**config.mk**
```make
export PLATFORM = sky130hd
export DESIGN_NAME = rsld_top
export DESIGN_NICKNAME = d
export VERILOG_FILES = /design/src/rtl/rsld_pkg.sv /design/src/rtl/rsld_blink_if.sv /design/src/rtl/rsld_top.sv /design/src/rtl/rsld_blink.sv
export SDC_FILE = /design/constraint.sdc
export NUM_CORES = 1
export LEC_CHECK = 0
export ABC_AREA = 1
export BUFFER_PORTS_ARGS = -buffer_cell sky130_fd_sc_hd__buf_2
export CAP_MARGIN = 25
export CORE_ASPECT_RATIO = 1.2
export CORE_MARGIN = 2
export CORE_UTILIZATION = 35
export CTS_BUF_LIST = sky130_fd_sc_hd__clkbuf_8
export DETAILED_ROUTE_END_ITERATION = 10
export GPL_TIMING_DRIVEN = 0
export SKIP_CTS_REPAIR_TIMING = 1
export SYNTH_ARGS = -nofsm -noshare
export SYNTH_HDL_FRONTEND = slang
export SYNTH_SLANG_ARGS = --single-unit
```
**constraint.sdc**
```tcl
create_clock -name i_clk -period 2.1 [get_ports i_clk]
set_input_delay 0.21 -clock i_clk [delete_from_list [all_inputs] [get_ports i_clk]]
set_output_delay 0.21 -clock i_clk [all_outputs]
set_load 0.05 [all_outputs]
```
**src/rtl/rsld_pkg.sv**
```systemverilog
`default_nettype none
package rsld_pkg;

   // ****************************************************
   // bus and register map
   // ****************************************************
   localparam int ADDR_LSB = 2;
   localparam logic [11:0] OFF_STATE = 12'h000;
   localparam logic [11:0] OFF_LEDS = 12'h004;
   localparam logic [11:0] OFF_CTRL = 12'h008;
   localparam logic [31:0] RST_STATE = 32'h0000_0fff;
   localparam logic [31:0] RST_CTRL = 32'h0000_0001;
   localparam logic [1:0] HTRANS_NONSEQ = 2'h2;
   localparam logic [1:0] HTRANS_SEQ = 2'h3;

   // ****************************************************
   // state register fields
   // ****************************************************
   localparam int ST_LOC_SEL = 0;
   localparam int ST_REM_SEL = 2;
   localparam int ST_LOC_ROLE = 4;
   localparam int ST_REM_ROLE = 6;
   localparam int ST_LOC_RUN = 8;
   localparam int ST_REM_RUN = 9;
   localparam int ST_REMOTE_IO = 10;
   localparam int ST_LNK_CFG = 11;
   localparam int ST_LNK_OPER = 12;
   localparam int ST_LNK_COMM = 13;
   localparam int ST_WIDTH = 14;

   // ****************************************************
   // indicator status fields and control fields
   // ****************************************************
   localparam int LS_UNIT_A = 0;
   localparam int LS_UNIT_B = 2;
   localparam int LS_REM_RUN = 4;
   localparam int LS_PRIMARY = 6;
   localparam int LS_BACKUP = 8;
   localparam int LS_LINK = 10;
   localparam int LS_PHASE = 12;
   localparam int CT_ENABLE = 0;

   // ****************************************************
   // codes
   // ****************************************************
   typedef logic [1:0] rsld_pat_t;
   localparam rsld_pat_t PAT_OFF = 2'h0;
   localparam rsld_pat_t PAT_ON = 2'h1;
   localparam rsld_pat_t PAT_BLINK = 2'h2;

   typedef logic [1:0] rsld_sel_t;
   localparam rsld_sel_t SEL_A = 2'h0;
   localparam rsld_sel_t SEL_B = 2'h1;
   localparam rsld_sel_t SEL_CLEAR = 2'h2;

   typedef logic [1:0] rsld_role_t;
   localparam rsld_role_t ROLE_PRIMARY = 2'h0;
   localparam rsld_role_t ROLE_STANDBY = 2'h1;
   localparam rsld_role_t ROLE_WAIT = 2'h2;
   localparam rsld_role_t ROLE_NONE = 2'h3;

   typedef enum {
      WAIT_BOTH_BLINK,
      WAIT_BOTH_OFF,
      WAIT_BACKUP_BLINK
   } rsld_wait_t;

   // ****************************************************
   // timing
   // ****************************************************
   localparam int CLK_HZ = 25_000_000;
   localparam int BLINK_HALF_MS = 250;
   localparam int BLINK_HALF_CYC_DEF = (CLK_HZ / 1000) * BLINK_HALF_MS;

endpackage
`default_nettype wire

```
**src/rtl/rsld_blink_if.sv**
```systemverilog
`timescale 1ns/100ps
`default_nettype none
interface rsld_blink_if;
   logic phase;
   modport src (output phase);
   modport dst (input phase);
endinterface
`default_nettype wire

```
**src/rtl/rsld_top.sv**
```systemverilog
// Behaviour
// - A steady when local A, partner B
// - B steady when local B, partner A
// - both A: A blinks, B off
// - both B: B blinks, A off
// - local Clear: A and B blink
// - A off unless local A or Clear
// - B off unless local B or Clear
// - partner run: on, blink stopped, off lost
// - primary: on primary, blink wait, else off
// - backup steady in standby, off in no role or as primary with standby partner
// - backup blinks: primary lone, or waiting
// - running, both blinking means wait role
// - primary with waiting partner: on, blink
// - link steady while communicating
// - link blinks: ready, no link made
// - link off: unconfigured or not operational
`timescale 1ns/100ps
`default_nettype none
module rsld_top
   import rsld_pkg::*;
#(
   parameter int BLINK_HALF_CYC = BLINK_HALF_CYC_DEF,
   parameter rsld_wait_t WAIT_PATTERN = WAIT_BOTH_BLINK
) (
   input wire logic i_clk,
   input wire logic i_rstn,
   input wire logic i_hsel,
   input wire logic [31:0] i_haddr,
   input wire logic [1:0] i_htrans,
   input wire logic i_hwrite,
   input wire logic [2:0] i_hsize,
   input wire logic [31:0] i_hwdata,
   input wire logic i_hready,
   output logic o_hreadyout,
   output logic o_hresp,
   output logic [31:0] o_hrdata,
   output logic o_led_unit_a,
   output logic o_led_unit_b,
   output logic o_led_remote_run,
   output logic o_led_primary,
   output logic o_led_backup,
   output logic o_led_link
);

   // ****************************************************
   // blink source
   // ****************************************************
   rsld_blink_if blink_bus ();

   rsld_blink #(
      .HALF_CYC(BLINK_HALF_CYC)
   ) u_blink (
      .i_clk(i_clk),
      .i_rstn(i_rstn),
      .bl(blink_bus.src)
   );

   // ****************************************************
   // bus slave
   // ****************************************************
   logic [ST_WIDTH-1:0] state;
   logic [ST_WIDTH-1:0] next_state;
   logic enable;
   logic next_enable;
   logic dp_write;
   logic [11:0] dp_addr;
   logic ap_valid;
   logic [11:0] ap_addr;
   logic [31:0] leds_word;

   assign ap_valid = i_hsel && i_hready &&
      (i_htrans == HTRANS_NONSEQ || i_htrans == HTRANS_SEQ);
   assign ap_addr = {i_haddr[11:ADDR_LSB], 2'h0};
   assign o_hreadyout = 1'b1;
   assign o_hresp = 1'b0;

   // pending write lands in the same edge a following read samples
   always_comb begin
      next_state = state;
      next_enable = enable;
      if (dp_write && dp_addr == OFF_STATE) begin
         next_state = i_hwdata[ST_WIDTH-1:0];
      end
      if (dp_write && dp_addr == OFF_CTRL) begin
         next_enable = i_hwdata[CT_ENABLE];
      end
   end

   always_ff @(posedge i_clk) begin
      if (!i_rstn) begin
         dp_write <= 1'b0;
         dp_addr <= 12'h000;
      end else begin
         dp_write <= ap_valid && i_hwrite;
         dp_addr <= ap_addr;
      end
   end

   always_ff @(posedge i_clk) begin
      if (!i_rstn) begin
         state <= RST_STATE[ST_WIDTH-1:0];
         enable <= RST_CTRL[CT_ENABLE];
      end else begin
         state <= next_state;
         enable <= next_enable;
      end
   end

   always_ff @(posedge i_clk) begin
      if (!i_rstn) begin
         o_hrdata <= 32'h0000_0000;
      end else if (ap_valid && !i_hwrite) begin
         case (ap_addr)
            OFF_STATE: o_hrdata <= {18'h00000, next_state};
            OFF_LEDS: o_hrdata <= leds_word;
            OFF_CTRL: o_hrdata <= {31'h0000_0000, next_enable};
            default: o_hrdata <= 32'h0000_0000;
         endcase
      end
   end

   // ****************************************************
   // state fields
   // ****************************************************
   rsld_sel_t loc_sel;
   rsld_sel_t rem_sel;
   rsld_role_t loc_role;
   rsld_role_t rem_role;
   logic loc_run;
   logic rem_run;
   logic remote_io_up;
   logic lnk_cfg;
   logic lnk_oper;
   logic lnk_comm;

   assign loc_sel = state[ST_LOC_SEL +: 2];
   assign rem_sel = state[ST_REM_SEL +: 2];
   assign loc_role = state[ST_LOC_ROLE +: 2];
   assign rem_role = state[ST_REM_ROLE +: 2];
   assign loc_run = state[ST_LOC_RUN];
   assign rem_run = state[ST_REM_RUN];
   assign remote_io_up = state[ST_REMOTE_IO];
   assign lnk_cfg = state[ST_LNK_CFG];
   assign lnk_oper = state[ST_LNK_OPER];
   assign lnk_comm = state[ST_LNK_COMM];

   // ****************************************************
   // unit selection decode
   // ****************************************************
   function automatic rsld_pat_t unit_pat(input rsld_sel_t loc,
                                          input rsld_sel_t rem,
                                          input rsld_sel_t mine,
                                          input rsld_sel_t other);
      rsld_pat_t p;
      p = PAT_OFF;
      if (loc == SEL_CLEAR) begin
         p = PAT_BLINK;
      end else if (loc == mine && rem == other) begin
         p = PAT_ON;
      end else if (loc == mine && rem == mine) begin
         p = PAT_BLINK;
      end else begin
         p = PAT_OFF;
      end
      return p;
   endfunction

   rsld_pat_t pat_a;
   rsld_pat_t pat_b;
   rsld_pat_t pat_rrun;
   rsld_pat_t pat_primary_role_indicator;
   rsld_pat_t pat_back;
   rsld_pat_t pat_link;

   assign pat_a = unit_pat(loc_sel, rem_sel, SEL_A, SEL_B);
   assign pat_b = unit_pat(loc_sel, rem_sel, SEL_B, SEL_A);

   // ****************************************************
   // partner run and link decode
   // ****************************************************
   always_comb begin
      if (!lnk_comm && !remote_io_up) begin
         pat_rrun = PAT_OFF;
      end else if (rem_run) begin
         pat_rrun = PAT_ON;
      end else begin
         pat_rrun = PAT_BLINK;
      end
   end

   always_comb begin
      if (!lnk_cfg || !lnk_oper) begin
         pat_link = PAT_OFF;
      end else if (lnk_comm) begin
         pat_link = PAT_ON;
      end else begin
         pat_link = PAT_BLINK;
      end
   end

   // ****************************************************
   // role decode
   // ****************************************************
   always_comb begin
      pat_primary_role_indicator = PAT_OFF;
      pat_back = PAT_OFF;
      case (loc_role)
         ROLE_PRIMARY: begin
            pat_primary_role_indicator = PAT_ON;
            if (rem_role != ROLE_STANDBY) begin
               pat_back = PAT_BLINK;
            end
         end
         ROLE_STANDBY: begin
            pat_back = PAT_ON;
         end
         ROLE_WAIT: begin
            if (!loc_run || WAIT_PATTERN == WAIT_BOTH_BLINK) begin
               pat_primary_role_indicator = PAT_BLINK;
               pat_back = PAT_BLINK;
            end else if (WAIT_PATTERN == WAIT_BACKUP_BLINK) begin
               pat_back = PAT_BLINK;
            end else begin
               pat_primary_role_indicator = PAT_OFF;
               pat_back = PAT_OFF;
            end
         end
         default: begin
            pat_primary_role_indicator = PAT_OFF;
            pat_back = PAT_OFF;
         end
      endcase
   end

   assign leds_word = {19'h00000, blink_bus.phase, pat_link, pat_back,
                       pat_primary_role_indicator, pat_rrun, pat_b, pat_a};

   // ****************************************************
   // lamp drive
   // ****************************************************
   function automatic logic lamp(input rsld_pat_t p, input logic ph,
                                 input logic en);
      return en && (p == PAT_ON || (p == PAT_BLINK && ph));
   endfunction

   always_ff @(posedge i_clk) begin
      if (!i_rstn) begin
         o_led_unit_a <= 1'b0;
         o_led_unit_b <= 1'b0;
         o_led_remote_run <= 1'b0;
         o_led_primary <= 1'b0;
         o_led_backup <= 1'b0;
         o_led_link <= 1'b0;
      end else begin
         o_led_unit_a <= lamp(pat_a, blink_bus.phase, enable);
         o_led_unit_b <= lamp(pat_b, blink_bus.phase, enable);
         o_led_remote_run <= lamp(pat_rrun, blink_bus.phase, enable);
         o_led_primary <= lamp(pat_primary_role_indicator, blink_bus.phase, enable);
         o_led_backup <= lamp(pat_back, blink_bus.phase, enable);
         o_led_link <= lamp(pat_link, blink_bus.phase, enable);
      end
   end

endmodule
`default_nettype wire

```
**src/rtl/rsld_blink.sv**
```systemverilog
`timescale 1ns/100ps
`default_nettype none
module rsld_blink
   import rsld_pkg::*;
#(
   parameter int HALF_CYC = BLINK_HALF_CYC_DEF
) (
   input wire logic i_clk,
   input wire logic i_rstn,
   rsld_blink_if.src bl
);

   logic [31:0] count;
   logic wrap;

   assign wrap = (count == 32'(HALF_CYC - 1));

   // ****************************************************
   // shared free-running divider
   // ****************************************************
   always_ff @(posedge i_clk) begin
      if (!i_rstn) begin
         count <= 32'h0000_0000;
      end else if (wrap) begin
         count <= 32'h0000_0000;
      end else begin
         count <= count + 32'h0000_0001;
      end
   end

   always_ff @(posedge i_clk) begin
      if (!i_rstn) begin
         bl.phase <= 1'b0;
      end else begin
         if (wrap) begin
            bl.phase <= ~bl.phase;
         end
      end
   end

endmodule
`default_nettype wire

```
After elaboration in Yosys (flattened, before gate mapping)
Cells that the tools add are included.
- register bits: 99
- bits of input ports: 74
- word-level logic and storage cells: 99
- $add $sub $neg: 1
- equal/unequal tests: 24
- mux-type cells: 16
- bitwise logic cells: 2
- reduce and logical (&&, ||, !) cells: 42
- operators by type and width (cell ; number):
    case mux 14 bit (3 select lines) ; 1
    adder 32 x 1 -> 32 bit, second input constant ; 1
    == test 32 x 23 -> 1 bit, second input constant ; 1
    zero test 12 bit ; 2
    logical AND 1 bit ; 23
    2-to-1 mux 2 bit ; 11
    == test 2 bit, second input constant ; 10
    == test 2 x 1 -> 1 bit, second input constant ; 9
    2-to-1 mux 14 bit ; 1
    == test 12 x 4 -> 1 bit, second input constant ; 1
    == test 10 x 1 -> 1 bit, second input constant ; 1
    == test 10 x 2 -> 1 bit, second input constant ; 1
    logical OR 1 bit ; 8
    zero test 2 bit ; 3
    case mux 2 bit (3 select lines) ; 1
    zero test 1 bit ; 5
    case mux 2 bit (2 select lines) ; 1
    inequality test 2 x 1 -> 1 bit, second input constant ; 1
    NOT 1 bit ; 2
    OR reduction 2 bit ; 1
    2-to-1 mux 1 bit ; 1

Longest topological paths before layout
- depth in word-level cells: 9
- depth in mapped cells: 10
- gate-level depth less buffers: 9

Cells and area by module
From an unflattened synthesis, not the netlist that was laid out.
- cells, all modules: 620
- area, all modules: 4100.2 um^2
- by module, submodules not included (module ; instances ; cells an instance ; area an instance (um^2)):
    rsld_top ; 1 ; 312 ; 2209.6
    rsld_blink ; 1 ; 308 ; 1890.6

Worst setup path after synthesis
No wires, ideal clock.
- path kind: register to register
- start point: register u_blink.count[0]
- end point: register u_blink.count[17]
- arrival: 1.362 ns
- required time: 1.985 ns
- setup slack: 0.623 ns
- cell stages (with the launch flop): 10
- path buffers: 1
- cells stage by stage: dfxtp_1 -> ha_1 -> nand3_2 -> inv_2 -> nand3_1 -> nor2_1 -> nand2_1 -> nand2_2 -> buf_6 -> nor2_1
- word-level cells in the longest chain between the ends: 2
- elaborated cells on any way between the ends: 3
- RTL lines (item ; RTL line ; text):
    start: declaration ; rsld_blink.sv:13 ; logic [31:0] count;
    start signal: assignment ; rsld_blink.sv:27 ; count <= count + 32'h0000_0001;
    parallel branches: the longest is 2 deep, another holds adder 32 x 1 -> 32 bit ; -- ;
Several ways; the timed one is not identified.
A chain may end at the register's enable or synchronous reset.

Final worst setup path
- start point: register u_blink.count[0]
- end point: register u_blink.count[0]
The elaborated chain is that of the path after synthesis.

==> reports/results.ini <==
[sta]
tns_ns=0
whs_ns=0.04589
setup_viol=0
period_share_pct=84.56
hold_viol_final=0
skew_ns=0.008285
rsz0062_at_grt=no
fmax_mhz=563.1
fin_crit_ns=1.776
slew_violations=0

[yosys]
yosysUniqueCellTypes=39
synth-seq-cells=79
yosysTopAreaCellShare_pct=39.10
synth.top_cells.by_area=dfxtp_1 39%, nand2_1 15%, inv_1 6.2%
synth_area_per_cell_sq_um=6.962
syn_area_sq_mm=0.004045
synth_cells=581
synth_warnings=0
yosysSeqAreaShare_pct=39.10
synth_top_area_cell=dfxtp_1

[global_routing]
grt_pass1_vias=3615
antenna_found_initial=0
grt_max_degree=14
overflow=0
grt_pass1_wl_um=15980
track_usage_pct=16.25

[layout]
finish.instance_area_sq_mm=0.004762
nets=732
fin_util_pct=41.75
drive_above_1_share_pct=19.64
areaGrowthSynthToFinish_pct=17.72
num_antenna_cells=0

[die]
coreArea_sq_mm=0.01141
rows=43
start_util_pct=35.47
fp.dieH_um=121.8
die_w_um=102.1
ios=114
fp.dieArea_sq_mm=0.01244

[cts]
clk_path_buf_depth=2
cts_tree=built
clk_latency_ns=0.36
numClockSinks=79
cts-buffers-inserted=9
cts.clk_slew.worst_paths_ns=0.08
cts_root_buffer=clkbuf_8
htreeDepth=3

[routing]
drt-initial-drc-count=101
wire_per_inst_um=11.58
met2_length_um=4931
routed_wirelength_um=9480
topRoutingLayerUsed=met4
dr_total_vias=3733
vias_per_cell=4.558
drtPass1Iterations=4
wl_met3_um=373
ant_nets=0
m1WireLength_um=3992
drc=0

[place]
place_congestion=0.9167
placed_cell_area_sq_mm=0.004544
numPortBuffers=47
hpwlAfterDp_um=7422

[pwr]
ir_drop_v=0.0002957
power_density_mw_per_mm2=623.2
p_leak_nw=2.022

[hold_path]
worstHoldPathType=primary input to flop
hp-start=i_haddr[9]

[critical_path]
criticalPathCategory=flop to flop
arrival_ns=2.02
worstPathRequired_ns=2.34
cpPeakStageDelay_ns=0.38
path_common_cell=nor2_1
cp-startpoint=u_blink.count[0]
worstPathCellList=ha_1 > nand3_2 > inv_2 > nand3_1 > nor2_1 > nand2_1 > nand2_2 > buf_6 > nor2_1
crit_family=simple AND/OR/NAND/NOR gates
crit_path_start_kind=flop
reg2reg_from=u_blink.count[0]
slowest_stage=dfxtp_1
end_kind=flop
path_buf_inv=2
path_max_fanout=10

[status]
outcome=finished, final reports clean

[flow_run]
max-cap-violations=0

[flip-flops by register name, indices dropped and copies added, names as in the netlist]
signal            flops
dp_addr              10
dp_write              1
enable                1
o_hrdata             14
o_led_backup          1
o_led_link            1
o_led_primary         1
o_led_remote_run      1
o_led_unit_a          1
o_led_unit_b          1
state                14
u_blink.bl.phase      1
u_blink.count        32
[per-layer routing]
| layer | track usage (%) | vias up |
|---|---|---|
| li1 | - | 1956 |
| met1 | 18.02 | 1685 |
| met2 | 29.56 | 78 |
| met3 | 3.787 | 14 |
| met4 | 6.417 | 0 |
| met5 | 0 | - |
[worst register-to-register path, delay by kind of cell, from the launching register on]
family	cells	cell delay (ns)
adders and majority gates	1	0.24
buffers and inverters	2	0.30
and+or+nand+nor	6	0.75
DFF	1	0.38
[final timing paths]
check | end | slack [ns] | cells past startpoint
hold / removal | dp_addr[9] | 0.05 | 3
hold reg to reg | o_led_primary | 0.46 | 1
setup / recovery | u_blink.count[0] | 0.32 | 9
setup reg to reg | u_blink.count[0] | 0.32 | 9
[cell families after synthesis]
kind of cell             count (synthesis)  share of synthesized area, %
XOR/XNOR                                 7                         1.516
AND/OR/NAND/NOR                        325                         37.95
adder cells (fa/ha/maj)                  1                        0.3093
AO/OA/AOI/OAI                           63                         8.321
buffers and inverters                  104                         12.62
other                                    2                        0.1857
flip-flops                              79                         39.10
[layout make-up]
cell class | instances | area (sq um)
Inverter | 70 | 262.8
Tap cell | 157 | 196.4
Buffer | 34 | 247.7
Multi-Input combinational cell | 416 | 2021
Clock inverter | 4 | 52.55
Clock buffer | 12 | 165.2
Timing Repair Buffer | 47 | 235.2
Sequential cell | 79 | 1582
Fill cell | 1248 | 6644
[synth_stat cells (all sizes together)]
cell	instances
inv	70
nand4	12
a31oi	1
xor2	3
ha	1
conb	2
nand3	40
or3	1
buf	30
nor3b	3
xnor2	4
nor2	66
a211oi	4
nand2	166
o31ai	1
nor3	16
or2	9
dfxtp	79
o21a	1
nand3b	12
clkbuf	4
a21oi	39
o21ai	17
[cell usage in the layout, fill, tap and decap left out, types with 5 or more instances in the layout]
cell type	instances
nand4_1	11
o21ai_0	11
nand3_1	38
buf_2	50
dfxtp_1	79
buf_6	5
nand2_1	161
o21ai_1	6
nor3_1	11
inv_1	67
or2_2	8
nand3b_1	12
nor2_2	7
buf_4	21
clkbuf_8	12
a21oi_1	39
conb_1	20
nor2_4	5
nor2_1	54
[stage by stage]
stage	cells	setup WS, ns	total power, W
6_report	819	0.3243	0.002968
5_1_grt	819	0.1089	0.003083
4_1_cts	819	0.2692	0.002993
3_5_place_dp	803	0.2697	0.001794
3_3_place_gp	803	0.3083	0.001791
2_1_floorplan	599	0.6233	0.001742
[power breakdown]
| group | switching [W] | total (W) | leakage [nW] | internal [W] |
|---|---|---|---|---|
| sequential | 0.00000940 | 0.00152 | 0.640 | 0.00151 |
| combinational | 0.000161 | 0.000235 | 1.28 | 0.0000738 |
| clock | 0.000564 | 0.00121 | 0.101 | 0.000646 |
Power figures use the tool's default switching activity.
